### src/design/pies_pkg.sv
// Constants and types shared by the PWM interrupt event select block
package pies_pkg;

  localparam int unsigned NUM_CHAN = 6;

  // Register indexes; byte address is four times the index
  localparam logic [7:0] IDX_INT_SELECT = 8'hB7;
  localparam logic [7:0] IDX_INT_STATUS = 8'hC0;
  localparam logic [7:0] IDX_INT_CLEAR = 8'hC1;
  localparam logic [7:0] IDX_INT_ENABLE = 8'hC2;

  localparam logic [11:0] ADDR_INT_SELECT = {2'h0, IDX_INT_SELECT, 2'h0};
  localparam logic [11:0] ADDR_INT_STATUS = {2'h0, IDX_INT_STATUS, 2'h0};
  localparam logic [11:0] ADDR_INT_CLEAR = {2'h0, IDX_INT_CLEAR, 2'h0};
  localparam logic [11:0] ADDR_INT_ENABLE = {2'h0, IDX_INT_ENABLE, 2'h0};

  // Field positions inside pwm_interrupt_select
  localparam int unsigned CHAN_SEL_LSB = 0;
  localparam int unsigned TYPE_SEL_LSB = 4;
  localparam logic [7:0] SELECT_WR_MASK = 8'h37;

  // Values after reset
  localparam logic [7:0] SELECT_RESET = 8'h00;
  localparam logic STATUS_RESET = 1'h0;
  localparam logic ENABLE_RESET = 1'h0;

  // Highest legal channel code
  localparam logic [2:0] CHAN_CODE_MAX = 3'h5;

  // AXI response codes
  localparam logic [1:0] RESP_OKAY = 2'h0;
  localparam logic [1:0] RESP_SLVERR = 2'h2;

  typedef enum logic [1:0] {
    EVT_FALL_EDGE,
    EVT_RISE_EDGE,
    EVT_PERIOD_CENTRE,
    EVT_PERIOD_END
  } pies_evt_type_t;

  // Signals coming from the PWM counter and output logic
  typedef struct packed {
    logic [NUM_CHAN-1:0] waveform_channel;
    logic center_aligned;
    logic period_centre;
    logic period_end;
  } pies_pwm_t;

endpackage

### src/design/pies_top.sv
// PWM interrupt event select with AXI4-Lite register access
//
// Register access over AXI4-Lite was decided locally.
`timescale 1ns/100ps
module pies_top (
  // Clock and reset
  input wire logic aclk,
  input wire logic aresetn,
  // AXI4-Lite write address
  input wire logic [11:0] s_axi_awaddr,
  input wire logic s_axi_awvalid,
  output logic s_axi_awready,
  // AXI4-Lite write data
  input wire logic [31:0] s_axi_wdata,
  input wire logic [3:0] s_axi_wstrb,
  input wire logic s_axi_wvalid,
  output logic s_axi_wready,
  // AXI4-Lite write response
  output logic [1:0] s_axi_bresp,
  output logic s_axi_bvalid,
  input wire logic s_axi_bready,
  // AXI4-Lite read address
  input wire logic [11:0] s_axi_araddr,
  input wire logic s_axi_arvalid,
  output logic s_axi_arready,
  // AXI4-Lite read data
  output logic [31:0] s_axi_rdata,
  output logic [1:0] s_axi_rresp,
  output logic s_axi_rvalid,
  input wire logic s_axi_rready,
  // PWM counter and channel outputs
  input wire pies_pkg::pies_pwm_t pwm_in,
  // Interrupt outputs
  output logic pwm_event_req,
  output logic irq
);

  // Register state
  logic [7:0] select_q;
  logic status_q;
  logic enable_q;
  logic event_q;
  logic irq_q;

  // Bus state
  logic awready_q;
  logic wready_q;
  logic bvalid_q;
  logic [1:0] bresp_q;
  logic arready_q;
  logic rvalid_q;
  logic [1:0] rresp_q;
  logic [31:0] rdata_q;
  logic aw_held_q;
  logic w_held_q;
  logic [11:0] waddr_q;
  logic [31:0] wdata_q;
  logic [3:0] wstrb_q;

  // Maps a raw channel code onto a legal channel index
  function automatic logic [2:0] chan_index(input logic [2:0] code);
    chan_index = (code > pies_pkg::CHAN_CODE_MAX) ? 3'h0 : code;
  endfunction

  // Edge detection
  logic [pies_pkg::NUM_CHAN-1:0] ch_rise;
  logic [pies_pkg::NUM_CHAN-1:0] ch_fall;

  pies_edge #(
    .WIDTH(pies_pkg::NUM_CHAN)
  ) u_edge (
    .aclk(aclk),
    .aresetn(aresetn),
    .level(pwm_in.waveform_channel),
    .rise(ch_rise),
    .fall(ch_fall)
  );

  // Event selection
  wire pies_pkg::pies_evt_type_t event_type_select =
    pies_pkg::pies_evt_type_t'(select_q[pies_pkg::TYPE_SEL_LSB +: 2]);
  wire [2:0] edge_channel_select = select_q[pies_pkg::CHAN_SEL_LSB +: 3];
  wire [2:0] chan_idx = chan_index(edge_channel_select);
  wire sel_rise = ch_rise[chan_idx];
  wire sel_fall = ch_fall[chan_idx];
  logic event_hit;

  always_comb begin
    unique case (event_type_select)
      pies_pkg::EVT_FALL_EDGE: begin
        event_hit = sel_fall;
      end
      pies_pkg::EVT_RISE_EDGE: begin
        event_hit = sel_rise;
      end
      // Channel field is ignored for the period points
      pies_pkg::EVT_PERIOD_CENTRE: begin
        event_hit = pwm_in.center_aligned & pwm_in.period_centre;
      end
      pies_pkg::EVT_PERIOD_END: begin
        event_hit = pwm_in.center_aligned & pwm_in.period_end;
      end
    endcase
  end

  // Write decode
  wire wr_fire = aw_held_q & w_held_q & ~bvalid_q;
  wire wr_sel = wr_fire & (waddr_q == pies_pkg::ADDR_INT_SELECT);
  wire wr_clr = wr_fire & (waddr_q == pies_pkg::ADDR_INT_CLEAR);
  wire wr_en = wr_fire & (waddr_q == pies_pkg::ADDR_INT_ENABLE);
  wire wr_stat = wr_fire & (waddr_q == pies_pkg::ADDR_INT_STATUS);
  wire wr_known = wr_sel | wr_clr | wr_en | wr_stat;
  wire lane0 = wstrb_q[0];
  wire clr_bit = wr_clr & lane0 & wdata_q[0];

  // Set wins over a clear in the same cycle
  wire status_d = (status_q & ~clr_bit) | event_hit;
  wire irq_d = status_d & enable_q;

  // Read decode
  wire ar_take = s_axi_arvalid & arready_q;
  wire rd_sel = s_axi_araddr == pies_pkg::ADDR_INT_SELECT;
  wire rd_stat = s_axi_araddr == pies_pkg::ADDR_INT_STATUS;
  wire rd_clr = s_axi_araddr == pies_pkg::ADDR_INT_CLEAR;
  wire rd_en = s_axi_araddr == pies_pkg::ADDR_INT_ENABLE;
  wire rd_known = rd_sel | rd_stat | rd_clr | rd_en;
  wire [31:0] rd_data =
    rd_sel ? {24'h000000, select_q} :
    rd_stat ? {31'h0, status_q} :
    rd_en ? {31'h0, enable_q} : 32'h00000000;

  // Register file and interrupt
  always_ff @(posedge aclk) begin
    if (!aresetn) begin
      select_q <= pies_pkg::SELECT_RESET;
      enable_q <= pies_pkg::ENABLE_RESET;
      status_q <= pies_pkg::STATUS_RESET;
      event_q <= 1'b0;
      irq_q <= 1'b0;
    end else begin
      if (wr_sel && lane0) begin
        select_q <= wdata_q[7:0] & pies_pkg::SELECT_WR_MASK;
      end
      if (wr_en && lane0) begin
        enable_q <= wdata_q[0];
      end
      status_q <= status_d;
      event_q <= event_hit;
      irq_q <= irq_d;
    end
  end

  // Write channels: address and data may arrive in either order
  always_ff @(posedge aclk) begin
    if (!aresetn) begin
      awready_q <= 1'b1;
      wready_q <= 1'b1;
      aw_held_q <= 1'b0;
      w_held_q <= 1'b0;
      waddr_q <= 12'h000;
      wdata_q <= 32'h00000000;
      wstrb_q <= 4'h0;
      bvalid_q <= 1'b0;
      bresp_q <= pies_pkg::RESP_OKAY;
    end else begin
      if (s_axi_awvalid && awready_q) begin
        waddr_q <= s_axi_awaddr;
        aw_held_q <= 1'b1;
        awready_q <= 1'b0;
      end
      if (s_axi_wvalid && wready_q) begin
        wdata_q <= s_axi_wdata;
        wstrb_q <= s_axi_wstrb;
        w_held_q <= 1'b1;
        wready_q <= 1'b0;
      end
      if (wr_fire) begin
        aw_held_q <= 1'b0;
        w_held_q <= 1'b0;
        bvalid_q <= 1'b1;
        bresp_q <= wr_known ? pies_pkg::RESP_OKAY : pies_pkg::RESP_SLVERR;
      end
      // Readiness returns only after the response, so one write at a time
      if (bvalid_q && s_axi_bready) begin
        bvalid_q <= 1'b0;
        awready_q <= 1'b1;
        wready_q <= 1'b1;
      end
    end
  end

  // Read channels
  always_ff @(posedge aclk) begin
    if (!aresetn) begin
      arready_q <= 1'b1;
      rvalid_q <= 1'b0;
      rdata_q <= 32'h00000000;
      rresp_q <= pies_pkg::RESP_OKAY;
    end else begin
      if (ar_take) begin
        arready_q <= 1'b0;
        rvalid_q <= 1'b1;
        rdata_q <= rd_data;
        rresp_q <= rd_known ? pies_pkg::RESP_OKAY : pies_pkg::RESP_SLVERR;
      end else if (rvalid_q && s_axi_rready) begin
        rvalid_q <= 1'b0;
        arready_q <= 1'b1;
      end
    end
  end

  assign s_axi_awready = awready_q;
  assign s_axi_wready = wready_q;
  assign s_axi_bvalid = bvalid_q;
  assign s_axi_bresp = bresp_q;
  assign s_axi_arready = arready_q;
  assign s_axi_rvalid = rvalid_q;
  assign s_axi_rresp = rresp_q;
  assign s_axi_rdata = rdata_q;
  assign pwm_event_req = event_q;
  assign irq = irq_q;

endmodule

### src/design/pies_edge.sv
// Per-channel edge detector against the previous clock's value
`timescale 1ns/100ps
module pies_edge #(
  parameter int unsigned WIDTH = 6
) (
  // Clock and reset
  input wire logic aclk,
  input wire logic aresetn,
  // Channel levels in, edge flags out
  input wire logic [WIDTH-1:0] level,
  output logic [WIDTH-1:0] rise,
  output logic [WIDTH-1:0] fall
);

  logic [WIDTH-1:0] prev_q;

  for (genvar i = 0; i < WIDTH; i++) begin : g_chan
    always_ff @(posedge aclk) begin
      if (!aresetn) begin
        prev_q[i] <= 1'b0;
      end else begin
        prev_q[i] <= level[i];
      end
    end
    assign rise[i] = level[i] & ~prev_q[i];
    assign fall[i] = ~level[i] & prev_q[i];
  end

endmodule

### config.mk
export PLATFORM = sky130hd
export DESIGN_NAME = pies_top
export DESIGN_NICKNAME = d
export VERILOG_FILES = /design/src/design/pies_pkg.sv /design/src/design/pies_top.sv /design/src/design/pies_edge.sv
export SDC_FILE = /design/constraint.sdc
export NUM_CORES = 1
export LEC_CHECK = 0
export ABC_AREA = 1
export BUFFER_PORTS_ARGS = -buffer_cell sky130_fd_sc_hd__clkbuf_2
export CAP_MARGIN = 20
export CORE_ASPECT_RATIO = 1.75
export CORE_MARGIN = 8
export CORE_UTILIZATION = 49
export DETAILED_ROUTE_END_ITERATION = 6
export PLACE_DENSITY = 0.86
export SLEW_MARGIN = 20
export SYNTH_ARGS = -nofsm -noshare
export SYNTH_HDL_FRONTEND = slang
export SYNTH_SLANG_ARGS = --single-unit
### constraint.sdc
create_clock -name aclk -period 1.8 [get_ports aclk]
set_input_delay 0.36 -clock aclk [delete_from_list [all_inputs] [get_ports aclk]]
set_output_delay 0.36 -clock aclk [all_outputs]
set_load 0.005 [all_outputs]
==> results.md, run 1 <==
* Synth warn at 0
* Clk_skew at roughly 0.0068 ns
* Reg-to-reg slack, setup at 0.35 ns
* Critical path class: register to register
* Power density of the placed cells at 879 nW/µm²
* DR pass1 iterations at 4
* Largest net degree at the start of global routing at 32
* First-pass GRT wire length at 8020 µm
* CTS resizes at 0
* Area leader, netlist: dfxtp_1
* Mapped Avg Cell Area at 7.05 µm²
* Area delta synth->final at 15.7%
* Synth top area share at between 40% and 50%
* Synth unique cells at 28
* Drt drc at 0
* Post-synth ARST share at 0%
* Final Hold Vio Count at 0
* DP Wirelength at 4150 µm
* Setup Buffers After CTS at 0
* Max-cap violations at 0
* Antenna violations before repair at 0
* Inserted Clock Buffers at 5
* Gpl congestion at 0.827
* Worst setup endpoint: select_q[2]
* Status: finished, final reports clean
* Post-Syn Area at 2290 µm²
* Most common cell in the netlist: nand2_1
* Post-route minimum period at 1.45 ns
* Dpl cell area at roughly 2500 µm²
* Port Buffers at 59
* Hold depth at 3
* Ant diodes at 0
* Vias at 2096
* Share of layout cells above drive strength 1 at approximately 22%
* Worst rel slew slack at about 60%
* Ports at 119
* Number of synthesized flops with an enable pin at 0
* Filler cells at 442
* DR WL/cell at between 10 and 15 µm
* Post-Route WL at 5130 µm
* Gr ovfl total at 0
* Final setup fails at 0
* Core footprint at 4580 µm²
* Post-layout util at slightly below 60%
* CP arrival at 1.69 ns
* Ys flop type: dfxtp_1
* Fmax at 690 MHz
* Initial core utilization at 50.0%
* Hold-fix buffers, CTS at 0
* Final Slew Violations at 0
* Leak Pwr at 1.39 nW
* Clock Tree Buf Depth at 2
* CTS tree: done
* Average vias per placed instance at around 4.8
* Worst Hold Margin at around 0.25 ns
* Crit path max fanout at 9
* Worst slew pin tran at just under 0.6 ns
* # rows at 33
* Worst VDD drop at 701 µV
* WP data required at 2.04 ns
* Antenna Nets Post-Route at 0
* Worst skew pair latency at 0.30 ns
* Reg-to-Reg End: select_q[2]
* Clock sink count at 47
* Htree depth at 2
* Initial drt markers at 79
* Synth top area cells: dfxtp_1, nand2_1, buf_4, nor2_1, inv_1
* CTS Root Cell: clkbuf_8
* Fin nets at 459
* Synth top cells by count: nand2_1, dfxtp_1, nor2_1
* CP Capture Type: register
* Worst reg-to-reg path cell count at 7
* Vias in the first global route at around 2000
* Fin crit share at 80.5%
* Post-route setup TNS at 0 ns
* HP Class: input port to register
* CP Launch Type: register
* Total die area at 7210 µm²
* Synth Register Bits at 47
* DIE WIDTH at 67.7 µm
* Worst r2r src: waddr_q[0]
* Register area share after synthesis at 41.1%
* Worst-path clk slew at 0.09 ns
* Vert. Die Dim at 106 µm
* Launch point of the critical path: waddr_q[0]
* Mapped Cells at 325
* Finished Cell Area at about 2700 µm²
* RSZ-0062 raised after global routing: false
* Tot GR Track Use at 14.1%
[cells by family (layout without fill, tap and decap cells)]
| kind of cell | after synthesis | count (layout) | synth area share, % |
|---|---|---|---|
| buffers and inverters | 80 | 111 | 18.0 |
| AO/OA/AOI/OAI | 59 | 59 | 14.3 |
| flip-flops | 47 | 47 | 41.1 |
| AND/OR/NAND/NOR | 138 | 138 | 26.5 |
| other | 1 | 29 | 0.164 |
[how the worst min path moves through the flow]
stage	endpoint	startpoint
global route	u_edge.prev_q[2]	pwm_in[5]
floorplan	irq	enable_q
finish	u_edge.prev_q[2]	pwm_in[5]
global placement	waddr_q[7]	waddr_q[7]
detailed placement	irq	enable_q
CTS	u_edge.prev_q[2]	pwm_in[5]
[critical path, cell delays in order, from the launching register on]
cell and delay, ns:
dfxtp_1 0.33, nor2_1 0.21, nand3_1 0.16, nor3_4 0.16
nand2_2 0.13, nor2_8 0.18, o21ai_1 0.09, a21oi_2 0.12
[layout by cell type (no fill, tap or decap), types with 2 or more instances in the layout]
cell type,n
clkbuf_8,5
a211oi_1,3
nor2_1,40
o21ai_1,18
o21ai_0,14
clkbuf_2,59
nand2_1,64
a21oi_1,17
a21oi_2,4
dfxtp_1,47
inv_2,7
inv_1,36
nand4_1,8
bufinv_16,2
nor3_1,6
conb_1,29
or2_1,2
nand3_1,11
[metal layers]
| metal | GRT usage [%] | up-vias | wire length [µm] | part of all wire, % |
|---|---|---|---|---|
| met1 | 13.1 | 926 | 1780 | 35 |
| li1 | - | 1092 | - | - |
| met5 | 0 | - | 0 | 0 |
| met2 | 26.7 | 74 | 2800 | 55 |
| met4 | 6.77 | 0 | 93 | 1.8 |
| met3 | 3.16 | 4 | 451 | 8.8 |
[report_power, final]
| group | internal, mW | leakage, nW | switching (mW) |
|---|---|---|---|
| clock network | 0.554 | 0.0644 | 0.357 |
| registers | 1.10 | 0.387 | 0.0343 |
| logic | 0.110 | 0.934 | 0.170 |
[flip-flops by register name, indices dropped and copies added, names as in the netlist, 5 cells and up]
name and cells:
u_edge.prev_q 6, s_axi_rdata 5, wdata_q 5, select_q 5, waddr_q 12
[metrics by stage]
stage | setup slack (ns) | total power [mW] | cells
floorplan | 0.553 | 1.38 | 353
global placement | 0.365 | 1.43 | 428
detailed placement | 0.333 | 1.44 | 428
CTS | 0.348 | 2.35 | 436
global route | 0.192 | 2.43 | 436
finish | 0.351 | 2.33 | 436
[final cells by class]
type                    count  area, µm²  area share, %
well taps                  52       65.1           2.46
repair buffers             60        303           11.4
flip-flops and latches     47        941           35.5
clock buffers               5       68.8           2.60
multi-input cells         226       1040           39.4
clock inverters             3       67.6           2.55
inverters                  43        161           6.09
Note: power is estimated with default switching activity, not from simulation.
==> run 2, diff against run 1 <==
ABC_AREA = 0   (was 1)
CORE_UTILIZATION = 44   (was 49)
PLACE_DENSITY = 0.79   (was 0.86)
clock period = 1.47 ns   (was 1.8 ns; I/O delays follow)
==> run 2 against run 1 <==
The run now ends with negative setup slack left. Synthesized area is 4.8% lower. Wire length is 6.9% higher. Utilization is 0.97 points lower. Clock skew is 0.0040 ns higher. Fmax is 14% lower. First-iteration DRC count is 13% lower. Register-to-register slack worse by 0.57 ns. Combinational power is 11% higher. Count of clock-buffer cells in the layout is 1 higher. Via count is 4.5% lower. Clock power is 11% lower. Critical path type unchanged. Highest routed layer unchanged.
==> results.md, run 2 <==
* Clk pwr share at 32.6% (-6.5 points)
* Mapped Avg Cell Area at 8.23 µm² (+17%)
* CP Launch Type: register
* Reg with most FFs: waddr_q
* DP Worst Slack at -0.337 ns (-0.670 ns)
* Max reg flops at 12 (unchanged)
* Vias at 2002 (-4.5%)
* Synth top area cells: dfxtp_1, buf_4, nand2_1, a21oi_1, mux2i_1
* Failing checks: negative setup slack
* DIE WIDTH at 69.2 µm (+2.3%)
* Launch point of the critical path: waddr_q[11]
* Fin crit share at 115% (+35 points)
* Average vias per placed instance at 5.04 (+4.9%)
* Register area share after synthesis at 43.1% (+2.1 points)
* Worst setup endpoint: select_q[0]
* Initial drt markers at 69 (-13%)
* Reg-to-reg slack, setup at -0.22 ns (-0.57 ns)
* Synth warn at 0 (unchanged)
* DR pass1 iterations at 4 (unchanged)
* Ant diodes at 0 (unchanged)
* Post-Route WL at 5480 µm (+6.9%)
* HP Class: input port to register
* Reg-to-Reg End: select_q[0]
* Core footprint at 4890 µm² (+6.7%)
* Most common cell in the netlist: nand2_1
* Post-synth ARST share at 0% (unchanged)
* DP Wirelength at 4350 µm (+4.8%)
* Fmax at 590 MHz (-14%)
* Reg power frac at 54.9% (+6.0 points)
* Synth Register Bits at 47 (unchanged)
* Vert. Die Dim at 109 µm (+2.5%)
* Synth unique cells at 36 (+29%)
* Gr ovfl total at 0 (unchanged)
* Top Registers: waddr_q x12, u_edge.prev_q x6
* Post-Syn Area at 2180 µm² (-4.8%)
* Vias in the first global route at 2008 (+0.80%)
* Final setup fails at 9 (+9)
* Post-layout util at 56.9% (-0.97 points)
* Fin nets at 418 (-8.9%)
* DR WL/cell at 13.8 µm (+17%)
* CTS tree: done
* Drt drc at 0 (unchanged)
* Psw at 633 µW (+13%)
* Commonest non-fill, non-tap cell in the layout: clkbuf_2
* Gpl congestion at 0.817 (-1.2%)
* Antenna violations before repair at 0 (unchanged)
* Worst r2r src: waddr_q[11]
* Comb pwr share at 12.5% (+0.5 points)
* Clock Tree Buf Depth at 2 (unchanged)
* Worst skew pair latency at 0.30 ns (about the same)
* Switching share of total power at 25.4% (+1.3 points)
* Ports at 119 (unchanged)
* Crit-path cells: nor4b_4 > nand4_1 > or4b_4 > mux2i_1 > nor2_1
* Status: complete, but fails checks
* CP arrival at 1.89 ns (+0.20 ns)
* Final Slew Violations at 0 (unchanged)
* P_int at 1.86 mW (+5.2%)
* Share of layout cells above drive strength 1 at 32.9% (+11 points)
* Most frequent cells in the layout: clkbuf_2, nand2_1, dfxtp_1, a21oi_1, conb_1
* Critical path class: register to register
* Port Buffers at 59 (unchanged)
* Initial core utilization at 44.6% (-5.4 points)
* Worst reg-to-reg path cell count at 5 (-2)
* CP Capture Type: register
* Total die area at 7550 µm² (+4.8%)
* Number of synthesized flops with an enable pin at 0 (unchanged)
* Worst Hold Margin at 0.188 ns (-0.0615 ns)
* Clock sink count at 47 (unchanged)
* Leak Pwr at 1.24 nW (-10%)
* Power density of the placed cells at 896 nW/µm² (+1.9%)
* First-pass GRT wire length at 8630 µm (+7.6%)
* Clk_skew at 0.0108 ns (+0.00397 ns)
* Slowest stage delay, CP at 0.57 ns (+0.24 ns)
* Final Hold Vio Count at 0 (unchanged)
* Worst VDD drop at 887 µV (+27%)
* Htree depth at 2 (unchanged)
* Hold-fix buffers, CTS at 0 (unchanged)
* Max-cap violations at 0 (unchanged)
* Crit path max fanout at 5 (-4)
* CP max-delay cell: or4b_4
* Area delta synth->final at 27.5%
* RSZ-0062 raised after global routing: true
* Tot GR Track Use at 13.7% (-0.38 points)
* Post-route setup slack at -0.224 ns (-0.575 ns)
* Antenna Nets Post-Route at 0 (unchanged)
* Synth top cells by count: nand2_1, dfxtp_1, a21oi_1
* Mapped Cells at 265 (-18%)
* Inserted Clock Buffers at 5 (unchanged)
* Area leader, netlist: dfxtp_1
* Ys flop type: dfxtp_1
* Synth top area share at 43.1% (+2.1 points)
* Post-route minimum period at 1.69 ns (+0.245 ns)
* WP data required at 1.66 ns (-0.38 ns)
* CTS Root Cell: clkbuf_8
* # rows at 34 (+3.0%)
* Largest net degree at the start of global routing at 22 (-31%)
* Worst-path clk slew at 0.09 ns (about the same)
run 2: cell types whose count changed in the layout (fill, tap and decap cells not counted), sizes merged, moves of 11 or more:
cell   before  now
buf         1   22
nor2       42   13
a21oi      21   32
nand2      65   48
o21ai      32    8
inv        43    5
run 2: power by group through the flow:
stage                     clock network, mW  logic, mW  registers [mW]
after floorplan                           0      0.211            1.39
after global placement                    0      0.287            1.40
after detailed placement                  0      0.295            1.40
after CTS                             0.831      0.304            1.37
after global routing                  0.894      0.350            1.38
final                                 0.812      0.310            1.37
run 2: worst max-delay path: cells and delay by family, from the launching register on:
| kind | cells | cell delay (ns) |
|---|---|---|
| mux | 1 | 0.17 |
| simple gates | 4 | 1.09 |
| flops | 1 | 0.34 |
run 2: kinds of logic (layout without fill, tap and decap cells):
kind of cell,count (synthesis),after routing,share of synthesized area (%)
AO/OA/AOI/OAI,53,53,13.7
buffers and inverters,45,95,12.8
flip-flops,47,47,43.1
multiplexers,8,8,3.67
other,1,29,0.172
AND/OR/NAND/NOR,111,111,26.5
run 2: layout make-up:
cell class                      instances  area (µm²)
Clock buffer                            6        82.6
Inverter                                6        22.5
Sequential cell                        47         946
Fill cell                             446        2110
Multi-Input combinational cell        201        1180
Tap cell                               54        67.6
Clock inverter                          2        16.3
Timing Repair Buffer                   81         464
run 2: per-stage QoR:
step / power (mW) / instances / cell area, µm² / setup TNS (ns)
after floorplan: 1.60 / 293 / 2290 / -1.12
final: 2.49 / 397 / 2780 / -1.34
after CTS: 2.50 / 397 / 2710 / -1.75
after global routing: 2.62 / 397 / 2780 / -1.92
after detailed placement: 1.69 / 388 / 2550 / -3.20
after global placement: 1.68 / 388 / 2550 / -2.37
run 2: timing repair:
action	4_1_cts	5_1_grt
gates resized for setup	9	19
endpoints found under the setup margin	9	11
gates cloned	0	0
setup buffers	1	1
pin swaps	2	7
run 2: metal layers:
metal | global-route usage [%] | vias to the layer above | part of all wire, %
li1 | - | 996 | -
met1 | 11.6 | 921 | 36
met2 | 27.1 | 72 | 55
met3 | 5.19 | 13 | 6.7
met4 | 6.04 | 0 | 3.0
met5 | 0 | - | 0
run 2: worst min path at each step:
stage               depth (start not counted)  slack (ns)              from             end
floorplan                                   1        0.39     s_axi_awvalid   s_axi_awready
global placement                            2        0.44    s_axi_rresp[1]  s_axi_rresp[1]
detailed placement                          2        0.44          enable_q             irq
CTS                                         2        0.18     s_axi_awvalid   s_axi_awready
global route                                3        0.21  s_axi_awaddr[11]     waddr_q[11]
finish                                      2        0.19     s_axi_awvalid   s_axi_awready
